File: config.mk
export PLATFORM = sky130hd
export DESIGN_NAME = spcmi_top
export DESIGN_NICKNAME = d
export VERILOG_FILES = /design/src/hdl/spcmi_pkg.sv /design/src/hdl/spcmi_top.sv
export SDC_FILE = /design/constraint.sdc
export NUM_CORES = 1
export LEC_CHECK = 0
export CAP_MARGIN = 0
export CORE_MARGIN = 8
export CORE_UTILIZATION = 52
export CTS_BUF_LIST = sky130_fd_sc_hd__clkbuf_16
export CTS_CLUSTER_SIZE = 16
export DETAILED_ROUTE_END_ITERATION = 10
export DONT_BUFFER_PORTS = 1
export GPL_ROUTABILITY_DRIVEN = 0
export HOLD_SLACK_MARGIN = 0.08
export PLACE_DENSITY_LB_ADDON = 0.05
export SLEW_MARGIN = 5
export SYNTH_ARGS = -nofsm -noshare
export SYNTH_HDL_FRONTEND = slang
export SYNTH_HIERARCHICAL = 1
export SYNTH_SLANG_ARGS = --single-unit
File: constraint.sdc
create_clock -name ref_clk -period 5.95 [get_ports ref_clk]
set_clock_uncertainty 0.15 [all_clocks]
set_input_delay 1.19 -clock ref_clk [delete_from_list [all_inputs] [get_ports ref_clk]]
set_output_delay 1.19 -clock ref_clk [all_outputs]
set_load 0.05 [all_outputs]
File: src/hdl/spcmi_pkg.sv
// constants, field positions and types of the integrity and data-pin block
package spcmi_pkg;
  localparam int CLK_PERIOD_PS   = 4000;
  localparam int CRC_ALERT_NS    = 40;
  localparam int CRC_ALERT_CYC   = (CRC_ALERT_NS * 1000) / CLK_PERIOD_PS;
  localparam int PAR_RECOVER_NS  = 2000;
  localparam int PAR_RECOVER_CYC = (PAR_RECOVER_NS * 1000) / CLK_PERIOD_PS;
  localparam int BURST_BEATS     = 8;
  localparam int CRC_BEATS       = 2;
  localparam int READ_BEAT_CYC   = 2;
  localparam int MR_W            = 18;
  localparam int MR1_TERMINATION_STROBE_BIT    = 11;
  localparam int MR4_VREFMON_BIT = 4;
  localparam int MR5_PARLAT_LSB  = 0;
  localparam int MR5_PARLAT_MSB  = 2;
  localparam int MR5_DM_BIT      = 10;
  localparam int MR5_WDBI_BIT    = 11;
  localparam int MR5_RDBI_BIT    = 12;
  localparam logic [MR_W-1:0] MR1_RESET = 18'h00000;
  localparam logic [MR_W-1:0] MR4_RESET = 18'h00000;
  localparam logic [MR_W-1:0] MR5_RESET = 18'h00000;
  localparam logic [1:0] SEL_MR1 = 2'h1;
  localparam logic [1:0] SEL_MR4 = 2'h2;
  localparam logic [1:0] SEL_MR5 = 2'h3;
  localparam logic [7:0] CRC8_POLY = 8'h07;
  localparam logic [7:0] CRC8_INIT = 8'hff;
  localparam int DBI_ZERO_LIMIT = 4;

  typedef enum logic [2:0] {
    WR_IDLE = 3'b001,
    WR_DATA = 3'b010,
    WR_CRC  = 3'b100
  } spcmi_wr_t;

  typedef enum logic [2:0] {
    AL_IDLE = 3'b001,
    AL_CRC  = 3'b010,
    AL_PAR  = 3'b100
  } spcmi_alert_t;
endpackage

File: src/hdl/spcmi_top.sv
// write buffer and data-integrity top of the memory device
`timescale 1ns/1ps
`default_nettype none

module spcmi_fifo #(
  parameter int WIDTH = 8,
  parameter int DEPTH = 16
) (
  input  wire logic             ref_clk,
  input  wire logic             resetn,
  input  wire logic [WIDTH-1:0] inData,
  input  wire logic             inValid,
  output logic                  inReady,
  output logic [WIDTH-1:0]      outData,
  output logic                  outValid,
  input  wire logic             outReady
);
  localparam int AW = $clog2(DEPTH);
  logic [WIDTH-1:0] mem [DEPTH];
  logic [AW:0]      wrPtr;
  logic [AW:0]      rdPtr;
  logic             full;
  logic             empty;

  assign full     = (wrPtr[AW] != rdPtr[AW]) && (wrPtr[AW-1:0] == rdPtr[AW-1:0]);
  assign empty    = (wrPtr == rdPtr);
  assign inReady  = !full;
  assign outValid = !empty;
  assign outData  = mem[rdPtr[AW-1:0]];

  always_ff @(posedge ref_clk) begin
    if (inValid && !full) begin
      mem[wrPtr[AW-1:0]] <= inData;
    end
  end

  always_ff @(posedge ref_clk or negedge resetn) begin
    if (!resetn) begin
      wrPtr <= '0;
    end else if (inValid && !full) begin
      wrPtr <= wrPtr + 1'b1;
    end
  end

  always_ff @(posedge ref_clk or negedge resetn) begin
    if (!resetn) begin
      rdPtr <= '0;
    end else if (outReady && !empty) begin
      rdPtr <= rdPtr + 1'b1;
    end
  end
endmodule

module spcmi_top
  import spcmi_pkg::*;
#(
  parameter bit WIDE16                 = 1'b1,
  parameter logic [17:0] ADDR_USED     = 18'h0ffff,
  parameter int FIFO_DEPTH             = 16,
  parameter int PAR_RECOVER            = spcmi_pkg::PAR_RECOVER_CYC,
  localparam int LANES                 = WIDE16 ? 2 : 1,
  localparam int DQ_W                  = 8 * LANES
) (
  input  wire logic                  ref_clk,
  input  wire logic                  resetn,
  input  wire logic                  modeWrite,
  input  wire logic [1:0]            modeSelect,
  input  wire logic [spcmi_pkg::MR_W-1:0] modeData,
  input  wire logic                  csN,
  input  wire logic                  activate_input,
  input  wire logic [2:0]            cmdPins,
  input  wire logic [17:0]           addr,
  input  wire logic [1:0]            bank_select_bits,
  input  wire logic [1:0]            bank_group_bits,
  input  wire logic                  ca_parity_input,
  input  wire logic                  wrStart,
  input  wire logic [DQ_W-1:0]       dqIn,
  output logic [DQ_W-1:0]            dqOut,
  output logic [DQ_W-1:0]            dqOe,
  input  wire logic [LANES-1:0]      strobeIn,
  input  wire logic [LANES-1:0]      strobeInN,
  output logic [LANES-1:0]           strobeOut,
  output logic [LANES-1:0]           strobeOutN,
  output logic [LANES-1:0]           strobeOe,
  input  wire logic [LANES-1:0]      maskFlagIn,
  output logic [LANES-1:0]           maskFlagOut,
  output logic [LANES-1:0]           maskFlagOe,
  output logic                       termination_strobe,
  output logic                       vrefMonitor,
  input  wire logic                  alertIn,
  output logic                       alertOut,
  output logic                       alertOe,
  input  wire logic                  connectivity_test_enable,
  output logic                       testActive,
  output logic                       testAlertLevel,
  output logic [DQ_W-1:0]            wrData,
  output logic [LANES-1:0]           wrLaneEn,
  output logic                       wrValid,
  input  wire logic                  wrReady,
  output logic                       wrOverflow,
  input  wire logic [DQ_W-1:0]       rdData,
  input  wire logic                  rdValid,
  output logic                       rdReady,
  output logic                       parityError,
  output logic                       crcError
);
  import spcmi_pkg::*;

  localparam int FW = DQ_W + LANES;

  function automatic logic [7:0] crc8Step(input logic [7:0] crc, input logic [7:0] data);
    logic [7:0] c;
    c = crc ^ data;
    for (int i = 0; i < 8; i++) begin
      c = c[7] ? ((c << 1) ^ CRC8_POLY) : (c << 1);
    end
    return c;
  endfunction

  function automatic logic needInvert(input logic [7:0] b);
    int zeros;
    zeros = 0;
    for (int i = 0; i < 8; i++) begin
      zeros = zeros + (b[i] ? 0 : 1);
    end
    return zeros > DBI_ZERO_LIMIT;
  endfunction

  // mode register copies; reset puts parity latency at zero
  logic [MR_W-1:0] modeRegisterOne;
  logic [MR_W-1:0] modeRegisterFour;
  logic [MR_W-1:0] modeRegisterFive;

  always_ff @(posedge ref_clk or negedge resetn) begin
    if (!resetn) begin
      modeRegisterOne  <= MR1_RESET;
      modeRegisterFour <= MR4_RESET;
      modeRegisterFive <= MR5_RESET;
    end else if (modeWrite) begin
      case (modeSelect)
        SEL_MR1: modeRegisterOne  <= modeData;
        SEL_MR4: modeRegisterFour <= modeData;
        SEL_MR5: modeRegisterFive <= modeData;
        default: modeRegisterOne  <= modeRegisterOne;
      endcase
    end
  end

  logic parityOn;
  logic termStrobeOn;
  logic maskOn;
  logic wrInvOn;
  logic rdInvOn;
  assign parityOn     = modeRegisterFive[MR5_PARLAT_MSB:MR5_PARLAT_LSB] != 3'h0;
  // 16-bit parts ignore the termination strobe bit and hold termination_strobe low whatever the controller writes
  assign termStrobeOn = !WIDE16 && modeRegisterOne[MR1_TERMINATION_STROBE_BIT];
  assign maskOn       = !termStrobeOn && modeRegisterFive[MR5_DM_BIT];
  assign wrInvOn      = !termStrobeOn && !modeRegisterFive[MR5_DM_BIT]
                        && modeRegisterFive[MR5_WDBI_BIT];
  assign rdInvOn      = !termStrobeOn && modeRegisterFive[MR5_RDBI_BIT];

  always_ff @(posedge ref_clk or negedge resetn) begin
    if (!resetn) begin
      termination_strobe <= 1'b0;
      vrefMonitor        <= 1'b0;
    end else begin
      termination_strobe <= termStrobeOn;
      vrefMonitor        <= modeRegisterFour[MR4_VREFMON_BIT];
    end
  end

  // command parity; csN, cke and termination enable are not inputs of the sum
  logic parityBad;
  assign parityBad = ^{activate_input, cmdPins, addr & ADDR_USED, bank_select_bits,
                       bank_group_bits, ca_parity_input};

  logic parityHit;
  assign parityHit = parityOn && !csN && parityBad;

  // pin synchronisers: strobe pair, data, flag and test pins all pass three flops
  logic [LANES-1:0] sT1, sT2, sT3, sC1, sC2, sC3;
  logic [DQ_W-1:0]  d1, d2, d3;
  logic [LANES-1:0] m1, m2, m3;
  logic [2:0]       tenS;
  logic [2:0]       alS;

  always_ff @(posedge ref_clk or negedge resetn) begin
    if (!resetn) begin
      {sT1, sT2, sT3} <= '0;
      {sC1, sC2, sC3} <= '1;
      {d1, d2, d3}    <= '0;
      {m1, m2, m3}    <= '1;
      tenS            <= '0;
      alS             <= '1;
    end else begin
      sT1  <= strobeIn;
      sT2  <= sT1;
      sT3  <= sT2;
      sC1  <= strobeInN;
      sC2  <= sC1;
      sC3  <= sC2;
      d1   <= dqIn;
      d2   <= d1;
      d3   <= d2;
      m1   <= maskFlagIn;
      m2   <= m1;
      m3   <= m2;
      tenS <= {tenS[1:0], connectivity_test_enable};
      alS  <= {alS[1:0], alertIn};
    end
  end

  logic testOn;
  assign testOn = tenS[1] && tenS[2];

  // lane strobe level counts only when differential and stable over two stages
  logic [LANES-1:0] strobeLvl;
  logic [LANES-1:0] laneEdge;
  always_ff @(posedge ref_clk or negedge resetn) begin
    if (!resetn) begin
      strobeLvl <= '0;
    end else begin
      for (int l = 0; l < LANES; l++) begin
        if (laneEdge[l]) begin
          strobeLvl[l] <= sT3[l];
        end
      end
    end
  end

  always_comb begin
    for (int l = 0; l < LANES; l++) begin
      laneEdge[l] = (sT2[l] == sT3[l]) && (sC2[l] == sC3[l]) && (sT3[l] != sC3[l])
                    && (sT3[l] != strobeLvl[l]);
    end
  end

  // lane 0 times the beat; the other lane's own strobe qualifies its byte below
  logic beatEdge;
  assign beatEdge = laneEdge[0];

  spcmi_wr_t        wrState;
  logic [3:0]       beatCnt;
  logic [7:0]       crcAcc [LANES];
  logic [DQ_W-1:0]  laneData;
  logic [LANES-1:0] laneKeep;
  logic [DQ_W-1:0]  laneSample;

  always_comb begin
    for (int l = 0; l < LANES; l++) begin
      laneSample[8*l +: 8] = d3[8*l +: 8];
      laneData[8*l +: 8]   = (wrInvOn && !m3[l]) ? ~d3[8*l +: 8] : d3[8*l +: 8];
      laneKeep[l]          = laneEdge[l] && !(maskOn && !m3[l]);
    end
  end

  logic crcEnable;
  assign crcEnable = modeRegisterFive[MR5_DM_BIT - 1];

  logic crcMismatch;
  always_ff @(posedge ref_clk or negedge resetn) begin
    if (!resetn) begin
      wrState     <= WR_IDLE;
      beatCnt     <= '0;
      crcMismatch <= 1'b0;
      for (int l = 0; l < LANES; l++) begin
        crcAcc[l] <= CRC8_INIT;
      end
    end else begin
      crcMismatch <= 1'b0;
      case (wrState)
        WR_IDLE: begin
          beatCnt <= '0;
          for (int l = 0; l < LANES; l++) begin
            crcAcc[l] <= CRC8_INIT;
          end
          if (wrStart) begin
            wrState <= WR_DATA;
          end
        end
        WR_DATA: begin
          if (beatEdge) begin
            // the crc runs over the bytes as they stood on the pins
            for (int l = 0; l < LANES; l++) begin
              crcAcc[l] <= crc8Step(crcAcc[l], laneSample[8*l +: 8]);
            end
            beatCnt <= beatCnt + 4'h1;
            if (beatCnt == 4'(BURST_BEATS - 1)) begin
              beatCnt <= '0;
              wrState <= crcEnable ? WR_CRC : WR_IDLE;
            end
          end
        end
        WR_CRC: begin
          if (beatEdge) begin
            beatCnt <= beatCnt + 4'h1;
            if (beatCnt == 4'h0) begin
              for (int l = 0; l < LANES; l++) begin
                if (laneSample[8*l +: 8] != crcAcc[l]) begin
                  crcMismatch <= 1'b1;
                end
              end
            end
            if (beatCnt == 4'(CRC_BEATS - 1)) begin
              wrState <= WR_IDLE;
            end
          end
        end
        default: wrState <= WR_IDLE;
      endcase
    end
  end

  // write buffer; a beat that finds it full is lost and flagged, a strobe cannot wait
  logic          fifoInReady;
  logic          fifoPush;
  logic [FW-1:0] fifoOut;
  logic          fifoOutValid;
  assign fifoPush = (wrState == WR_DATA) && beatEdge && (laneKeep != '0);

  spcmi_fifo #(
    .WIDTH (FW),
    .DEPTH (FIFO_DEPTH)
  ) u_fifo (
    .ref_clk  (ref_clk),
    .resetn   (resetn),
    .inData   ({laneKeep, laneData}),
    .inValid  (fifoPush),
    .inReady  (fifoInReady),
    .outData  (fifoOut),
    .outValid (fifoOutValid),
    .outReady (wrReady && !wrValid)
  );

  always_ff @(posedge ref_clk or negedge resetn) begin
    if (!resetn) begin
      wrValid  <= 1'b0;
      wrData   <= '0;
      wrLaneEn <= '0;
    end else if (fifoOutValid && wrReady && !wrValid) begin
      wrValid  <= 1'b1;
      wrData   <= fifoOut[DQ_W-1:0];
      wrLaneEn <= fifoOut[FW-1:DQ_W];
    end else begin
      wrValid  <= 1'b0;
    end
  end

  always_ff @(posedge ref_clk or negedge resetn) begin
    if (!resetn) begin
      wrOverflow <= 1'b0;
    end else if (fifoPush && !fifoInReady) begin
      wrOverflow <= 1'b1;
    end else if (wrStart) begin
      wrOverflow <= 1'b0;
    end
  end

  // read path: data, flag and strobe change on the same edge
  logic [1:0] rdPace;
  logic       rdBusy;
  always_ff @(posedge ref_clk or negedge resetn) begin
    if (!resetn) begin
      dqOut       <= '0;
      dqOe        <= '0;
      strobeOut   <= '0;
      strobeOutN  <= '1;
      strobeOe    <= '0;
      maskFlagOut <= '1;
      maskFlagOe  <= '0;
      rdPace      <= '0;
      rdBusy      <= 1'b0;
      rdReady     <= 1'b0;
    end else begin
      rdReady <= 1'b0;
      if (rdBusy) begin
        rdPace <= rdPace + 2'h1;
        if (rdPace == 2'(READ_BEAT_CYC - 1)) begin
          rdBusy <= 1'b0;
          rdPace <= '0;
        end
      end else if (rdValid && !rdReady) begin
        rdBusy     <= 1'b1;
        rdReady    <= 1'b1;
        strobeOut  <= ~strobeOut;
        strobeOutN <= strobeOut;
        strobeOe   <= '1;
        for (int l = 0; l < LANES; l++) begin
          if (rdInvOn && needInvert(rdData[8*l +: 8])) begin
            dqOut[8*l +: 8] <= ~rdData[8*l +: 8];
            maskFlagOut[l]  <= 1'b0;
          end else begin
            dqOut[8*l +: 8] <= rdData[8*l +: 8];
            maskFlagOut[l]  <= 1'b1;
          end
        end
        dqOe       <= '1;
        maskFlagOe <= {LANES{rdInvOn}};
      end else begin
        dqOe       <= '0;
        strobeOe   <= '0;
        maskFlagOe <= '0;
      end
    end
  end

  // alert: parity recovery outranks a crc pulse and restarts on a new parity error
  spcmi_alert_t alState;
  logic [$clog2(PAR_RECOVER + 1)-1:0] alCnt;
  always_ff @(posedge ref_clk or negedge resetn) begin
    if (!resetn) begin
      alState <= AL_IDLE;
      alCnt   <= '0;
    end else begin
      if (parityHit) begin
        alState <= AL_PAR;
        alCnt   <= '0;
      end else begin
        case (alState)
          AL_IDLE: begin
            alCnt <= '0;
            if (crcMismatch) begin
              alState <= AL_CRC;
            end
          end
          AL_CRC: begin
            alCnt <= alCnt + 1'b1;
            if (alCnt == ($bits(alCnt))'(CRC_ALERT_CYC - 1)) begin
              alState <= AL_IDLE;
            end
          end
          AL_PAR: begin
            alCnt <= alCnt + 1'b1;
            if (alCnt == ($bits(alCnt))'(PAR_RECOVER - 1)) begin
              alState <= AL_IDLE;
            end
          end
          default: alState <= AL_IDLE;
        endcase
      end
    end
  end

  always_ff @(posedge ref_clk or negedge resetn) begin
    if (!resetn) begin
      alertOut       <= 1'b0;
      alertOe        <= 1'b0;
      testActive     <= 1'b0;
      testAlertLevel <= 1'b1;
      parityError    <= 1'b0;
      crcError       <= 1'b0;
    end else begin
      alertOut       <= 1'b0;
      alertOe        <= !testOn && (alState != AL_IDLE);
      testActive     <= testOn;
      testAlertLevel <= (alS[1] == alS[2]) ? alS[2] : testAlertLevel;
      parityError    <= alState == AL_PAR;
      crcError       <= alState == AL_CRC;
    end
  end
endmodule

`default_nettype wire

==> flow_results.xml <==
<?xml version="1.0" encoding="UTF-8"?>
<metrics>
  <group name="status">
    <metric name="result_of_the_run" unit="">complete, no violations</metric>
  </group>
  <group name="routing">
    <metric name="tritonroute_pass_1_iters" unit="">4</metric>
    <metric name="drt-initial-drc-count" unit="">583</metric>
    <metric name="drc_errors" unit="">0</metric>
    <metric name="ant_nets" unit="">0</metric>
    <metric name="totalWireLength" unit="um">40260</metric>
    <metric name="viasPerCell" unit="">5.733</metric>
    <metric name="drt-wirelength-per-cell" unit="um">23.01</metric>
    <metric name="num_vias" unit="">10030</metric>
  </group>
  <group name="power_and_ir_drop">
    <metric name="max-vdd-ir-drop" unit="mV">0.2946</metric>
    <metric name="power-per-cell-area" unit="nW/um2">465.2</metric>
    <metric name="leakage" unit="uW">0.007982</metric>
  </group>
  <group name="critical_path">
    <metric name="critPathLaunchType" unit="">input pin</metric>
    <metric name="critPathArrivalTime" unit="ns">4.97</metric>
    <metric name="critPathSlowestCell" unit="">sky130_fd_sc_hd__a22oi_1</metric>
    <metric name="timing.critical_path.required" unit="ns">6.30</metric>
    <metric name="crit_fanout" unit="">11</metric>
    <metric name="worst_path_most_repeated_cell" unit="">sky130_fd_sc_hd__fa_1</metric>
    <metric name="critPathMaxStageDelay" unit="ns">0.66</metric>
    <metric name="worst-setup-path-type" unit="">input pin to register</metric>
    <metric name="endpoint_kind" unit="">register</metric>
    <metric name="critical_path.cell_chain" unit="">fa_1 -&gt; inv_1 -&gt; fa_1 -&gt; fa_1 -&gt; ha_1 -&gt; inv_1 -&gt; fa_1 -&gt; nand2b_1 -&gt; a221o_1 -&gt; a22oi_1 -&gt; o21ai_0 -&gt; a31oi_1</metric>
    <metric name="timing.reg2reg.setup_slack" unit="ns">2.16</metric>
  </group>
  <group name="synthesis">
    <metric name="synth.distinct_cells" unit="">64</metric>
    <metric name="yosysSeqAreaShare" unit="%">68.30</metric>
    <metric name="syn_inst" unit="">1235</metric>
    <metric name="ys_seq_elements" unit="">470</metric>
    <metric name="synthesis.area_per_instance" unit="um2">15.71</metric>
    <metric name="synthesis.area" unit="um2">19400</metric>
    <metric name="synthesis.yosys.warnings" unit="">6</metric>
    <metric name="async_flop_share" unit="%">38.72</metric>
    <metric name="dominantRegCellSynth" unit="">sky130_fd_sc_hd__edfxtp_1</metric>
    <metric name="synth-edff-count" unit="">288</metric>
  </group>
  <group name="layout">
    <metric name="most_common_cell_after_layout_fill_and_taps_aside" unit="">sky130_fd_sc_hd__edfxtp_1</metric>
    <metric name="layout-drive-gt1-share" unit="%">17.72</metric>
    <metric name="area_growth" unit="%">10.13</metric>
    <metric name="fin_nets" unit="">1365</metric>
    <metric name="multi_input_area" unit="um2">5629</metric>
    <metric name="most_frequent_cells_in_the_layout" unit="">sky130_fd_sc_hd__edfxtp_1, sky130_fd_sc_hd__dfrtp_1, sky130_fd_sc_hd__nand2_1, sky130_fd_sc_hd__inv_1, sky130_fd_sc_hd__xnor2_1</metric>
    <metric name="layout.filler_cells" unit="">2829</metric>
    <metric name="seq_area" unit="um2">13260</metric>
  </group>
  <group name="placement">
    <metric name="io_buffer_count" unit="">0</metric>
    <metric name="detailed_place_hpwl" unit="um">24570</metric>
  </group>
  <group name="floorplanning">
    <metric name="row_count" unit="">70</metric>
    <metric name="die_area" unit="um2">43750</metric>
    <metric name="placeable_core_area" unit="um2">36700</metric>
    <metric name="io_pins" unit="">165</metric>
    <metric name="die_width" unit="um">209.2</metric>
    <metric name="floorplan.initialDensity" unit="%">52.87</metric>
    <metric name="die_height" unit="um">209.2</metric>
  </group>
  <group name="sta">
    <metric name="setup-tns-final" unit="ns">0</metric>
    <metric name="relSlewSlack" unit="%">14.64</metric>
    <metric name="period_needed" unit="ns">4.616</metric>
    <metric name="worst_max_slew_pin_slew" unit="ns">1.276</metric>
    <metric name="fmax" unit="MHz">216.6</metric>
    <metric name="timing.final.setup_violations" unit="">0</metric>
    <metric name="final-max-slew-violation-count" unit="">0</metric>
    <metric name="setup_repair_after_global_routing_missed_its_margin" unit="">false</metric>
    <metric name="hold_ws" unit="ns">0.1655</metric>
    <metric name="hold_violation_count_in_the_final_report" unit="">0</metric>
    <metric name="crit_share_post_route" unit="%">77.59</metric>
  </group>
  <group name="job">
    <metric name="timing.max_cap.violations" unit="">0</metric>
  </group>
  <group name="clock_tree">
    <metric name="cts-root-buf" unit="">sky130_fd_sc_hd__clkbuf_16</metric>
    <metric name="cts_max_level" unit="">2</metric>
    <metric name="cts.path.max_buffers" unit="">3</metric>
    <metric name="post_cts_resize_count" unit="">0</metric>
    <metric name="tritoncts" unit="">done</metric>
    <metric name="clk_slew_on_worst_s_h_paths" unit="ns">0.06</metric>
    <metric name="cts-buffers-inserted" unit="">49</metric>
    <metric name="tritoncts_num_sinks" unit="">470</metric>
    <metric name="worst_skew_pair.late_latency" unit="ns">0.58</metric>
    <metric name="post-cts-setup-buffer-count" unit="">0</metric>
    <metric name="cts-hold-fix-buffers" unit="">0</metric>
  </group>
  <group name="global_routing">
    <metric name="grt_antenna_before_repair" unit="">3</metric>
    <metric name="grt_first_pass_wirelength" unit="um">62620</metric>
    <metric name="groute.usage.overall" unit="%">18.61</metric>
    <metric name="pin_count_of_the_biggest_net_entering_global_routing" unit="">183</metric>
    <metric name="grt_overflow_total" unit="">0</metric>
    <metric name="number_of_global_route_vias_before_repair" unit="">10560</metric>
  </group>
  <group name="worst_hold_path">
    <metric name="min_path_type" unit="">input pin to asynchronous set/reset pin</metric>
  </group>
</metrics>
final timing paths:
| path | start | to | depth (start not counted) |
|---|---|---|---|
| min reg2reg | d2[10]$_DFF_PN0_ | d3[10]$_DFF_PN0_ | 0 |
| max | rdData[8] | dqOut[9]$_DFFE_PN0P_ | 12 |
| min in group ref_clk | d2[10]$_DFF_PN0_ | d3[10]$_DFF_PN0_ | 0 |
| max in group asynchronous | resetn | testAlertLevel$_DFFE_PN1N_ | 0 |
| min | resetn | alCnt[2]$_DFFE_PN0P_ | 0 |
| max reg2reg | wrState[1]$_DFFE_PN0P_ | u_fifo/mem[8][13]$_DFFE_PP_ | 6 |
cells in the mapped netlist (19+ instances only):
master | count | area, um2
sky130_fd_sc_hd__o21ai_0 | 39 | 195.2
sky130_fd_sc_hd__dfrtp_1 | 144 | 3603
sky130_fd_sc_hd__xor2_1 | 33 | 289.0
sky130_fd_sc_hd__o21ai_1 | 21 | 105.1
sky130_fd_sc_hd__a21oi_1 | 28 | 140.1
sky130_fd_sc_hd__mux2i_1 | 55 | 550.5
sky130_fd_sc_hd__edfxtp_1 | 288 | 8648
sky130_fd_sc_hd__buf_2 | 19 | 95.09
sky130_fd_sc_hd__xnor2_1 | 57 | 499.2
sky130_fd_sc_hd__dfstp_2 | 38 | 998.5
sky130_fd_sc_hd__ha_1 | 22 | 275.3
sky130_fd_sc_hd__nor2_1 | 50 | 187.7
sky130_fd_sc_hd__a22oi_1 | 21 | 157.7
sky130_fd_sc_hd__nand2_1 | 74 | 277.8
sky130_fd_sc_hd__a31oi_1 | 20 | 125.1
sky130_fd_sc_hd__mux4_2 | 54 | 1216
sky130_fd_sc_hd__inv_1 | 43 | 161.4
sky130_fd_sc_hd__clkbuf_1 | 21 | 78.83
sky130_fd_sc_hd__buf_4 | 24 | 180.2
per-stage QoR:
step | total power, uW | cell area, um2 | worst slack, ns | util, % | instances
detailed placement | 7165 | 19830 | 0.7219 | 54.03 | 1658
floorplan | 6694 | 19400 | 1.150 | - | 1236
global route | 10440 | 21370 | 1.029 | 58.22 | 1750
global placement | 7126 | 19830 | 0.8325 | 54.03 | 1658
finish | 9940 | 21370 | 1.334 | 58.22 | 1750
CTS | 10080 | 21350 | 1.347 | 58.18 | 1749
area by class of cell:
type | count | area share, %
clock buffer | 49 | 5.739
clock inverter | 42 | 1.382
tap | 468 | 2.741
inverter | 44 | 0.7730
sequential | 470 | 62.07
multi-input combinational | 652 | 26.35
timing repair buffer | 24 | 0.9369
antenna | 1 | 0.01171
logic make-up after synthesis:
kind of cell,after synthesis,synth area share (%)
other,1,0.01933
and+or+nand+nor,217,5.353
xor gates and xnor gates,99,4.959
muxes,123,9.919
DFF,470,68.30
AOI/OAI and AO/OA,180,6.088
buffers and inverters,114,3.070
adders and majority gates,31,2.296
worst max-delay path, delay by kind of cell:
family          cells  cell delay [ns]
fa+ha+maj           5             2.17
compound gates      4             1.40
buf+inv             2             0.11
simple gates        1             0.09
metal layers:
layer | track usage, % | wire length [um] | up-vias
li1 | - | - | 4594
met1 | 24.40 | 17200 | 5129
met2 | 30.86 | 20010 | 241
met3 | 3.562 | 2088 | 64
met4 | 6.464 | 937 | 4
met5 | 0 | 27 | -
registers in the layout, summed over array words and instances, names as in the netlist, 3 cells and up:
register          count
d3                   16
modeRegisterFive      7
alCnt                 9
u_fifo/mem          288
tenS                  3
crcAcc               16
d2                   16
beatCnt               4
alS                   3
d1                   16
dqOut                16
alState               3
wrData               16
u_fifo/rdPtr          5
wrState               3
u_fifo/wrPtr          5
where the power goes:
| part | internal [uW] | switching, uW |
|---|---|---|
| Sequential | 3810 | 962 |
| Combinational | 969 | 1320 |
| Clock | 1660 | 1220 |
No activity file was read; power rests on OpenSTA's default activity.
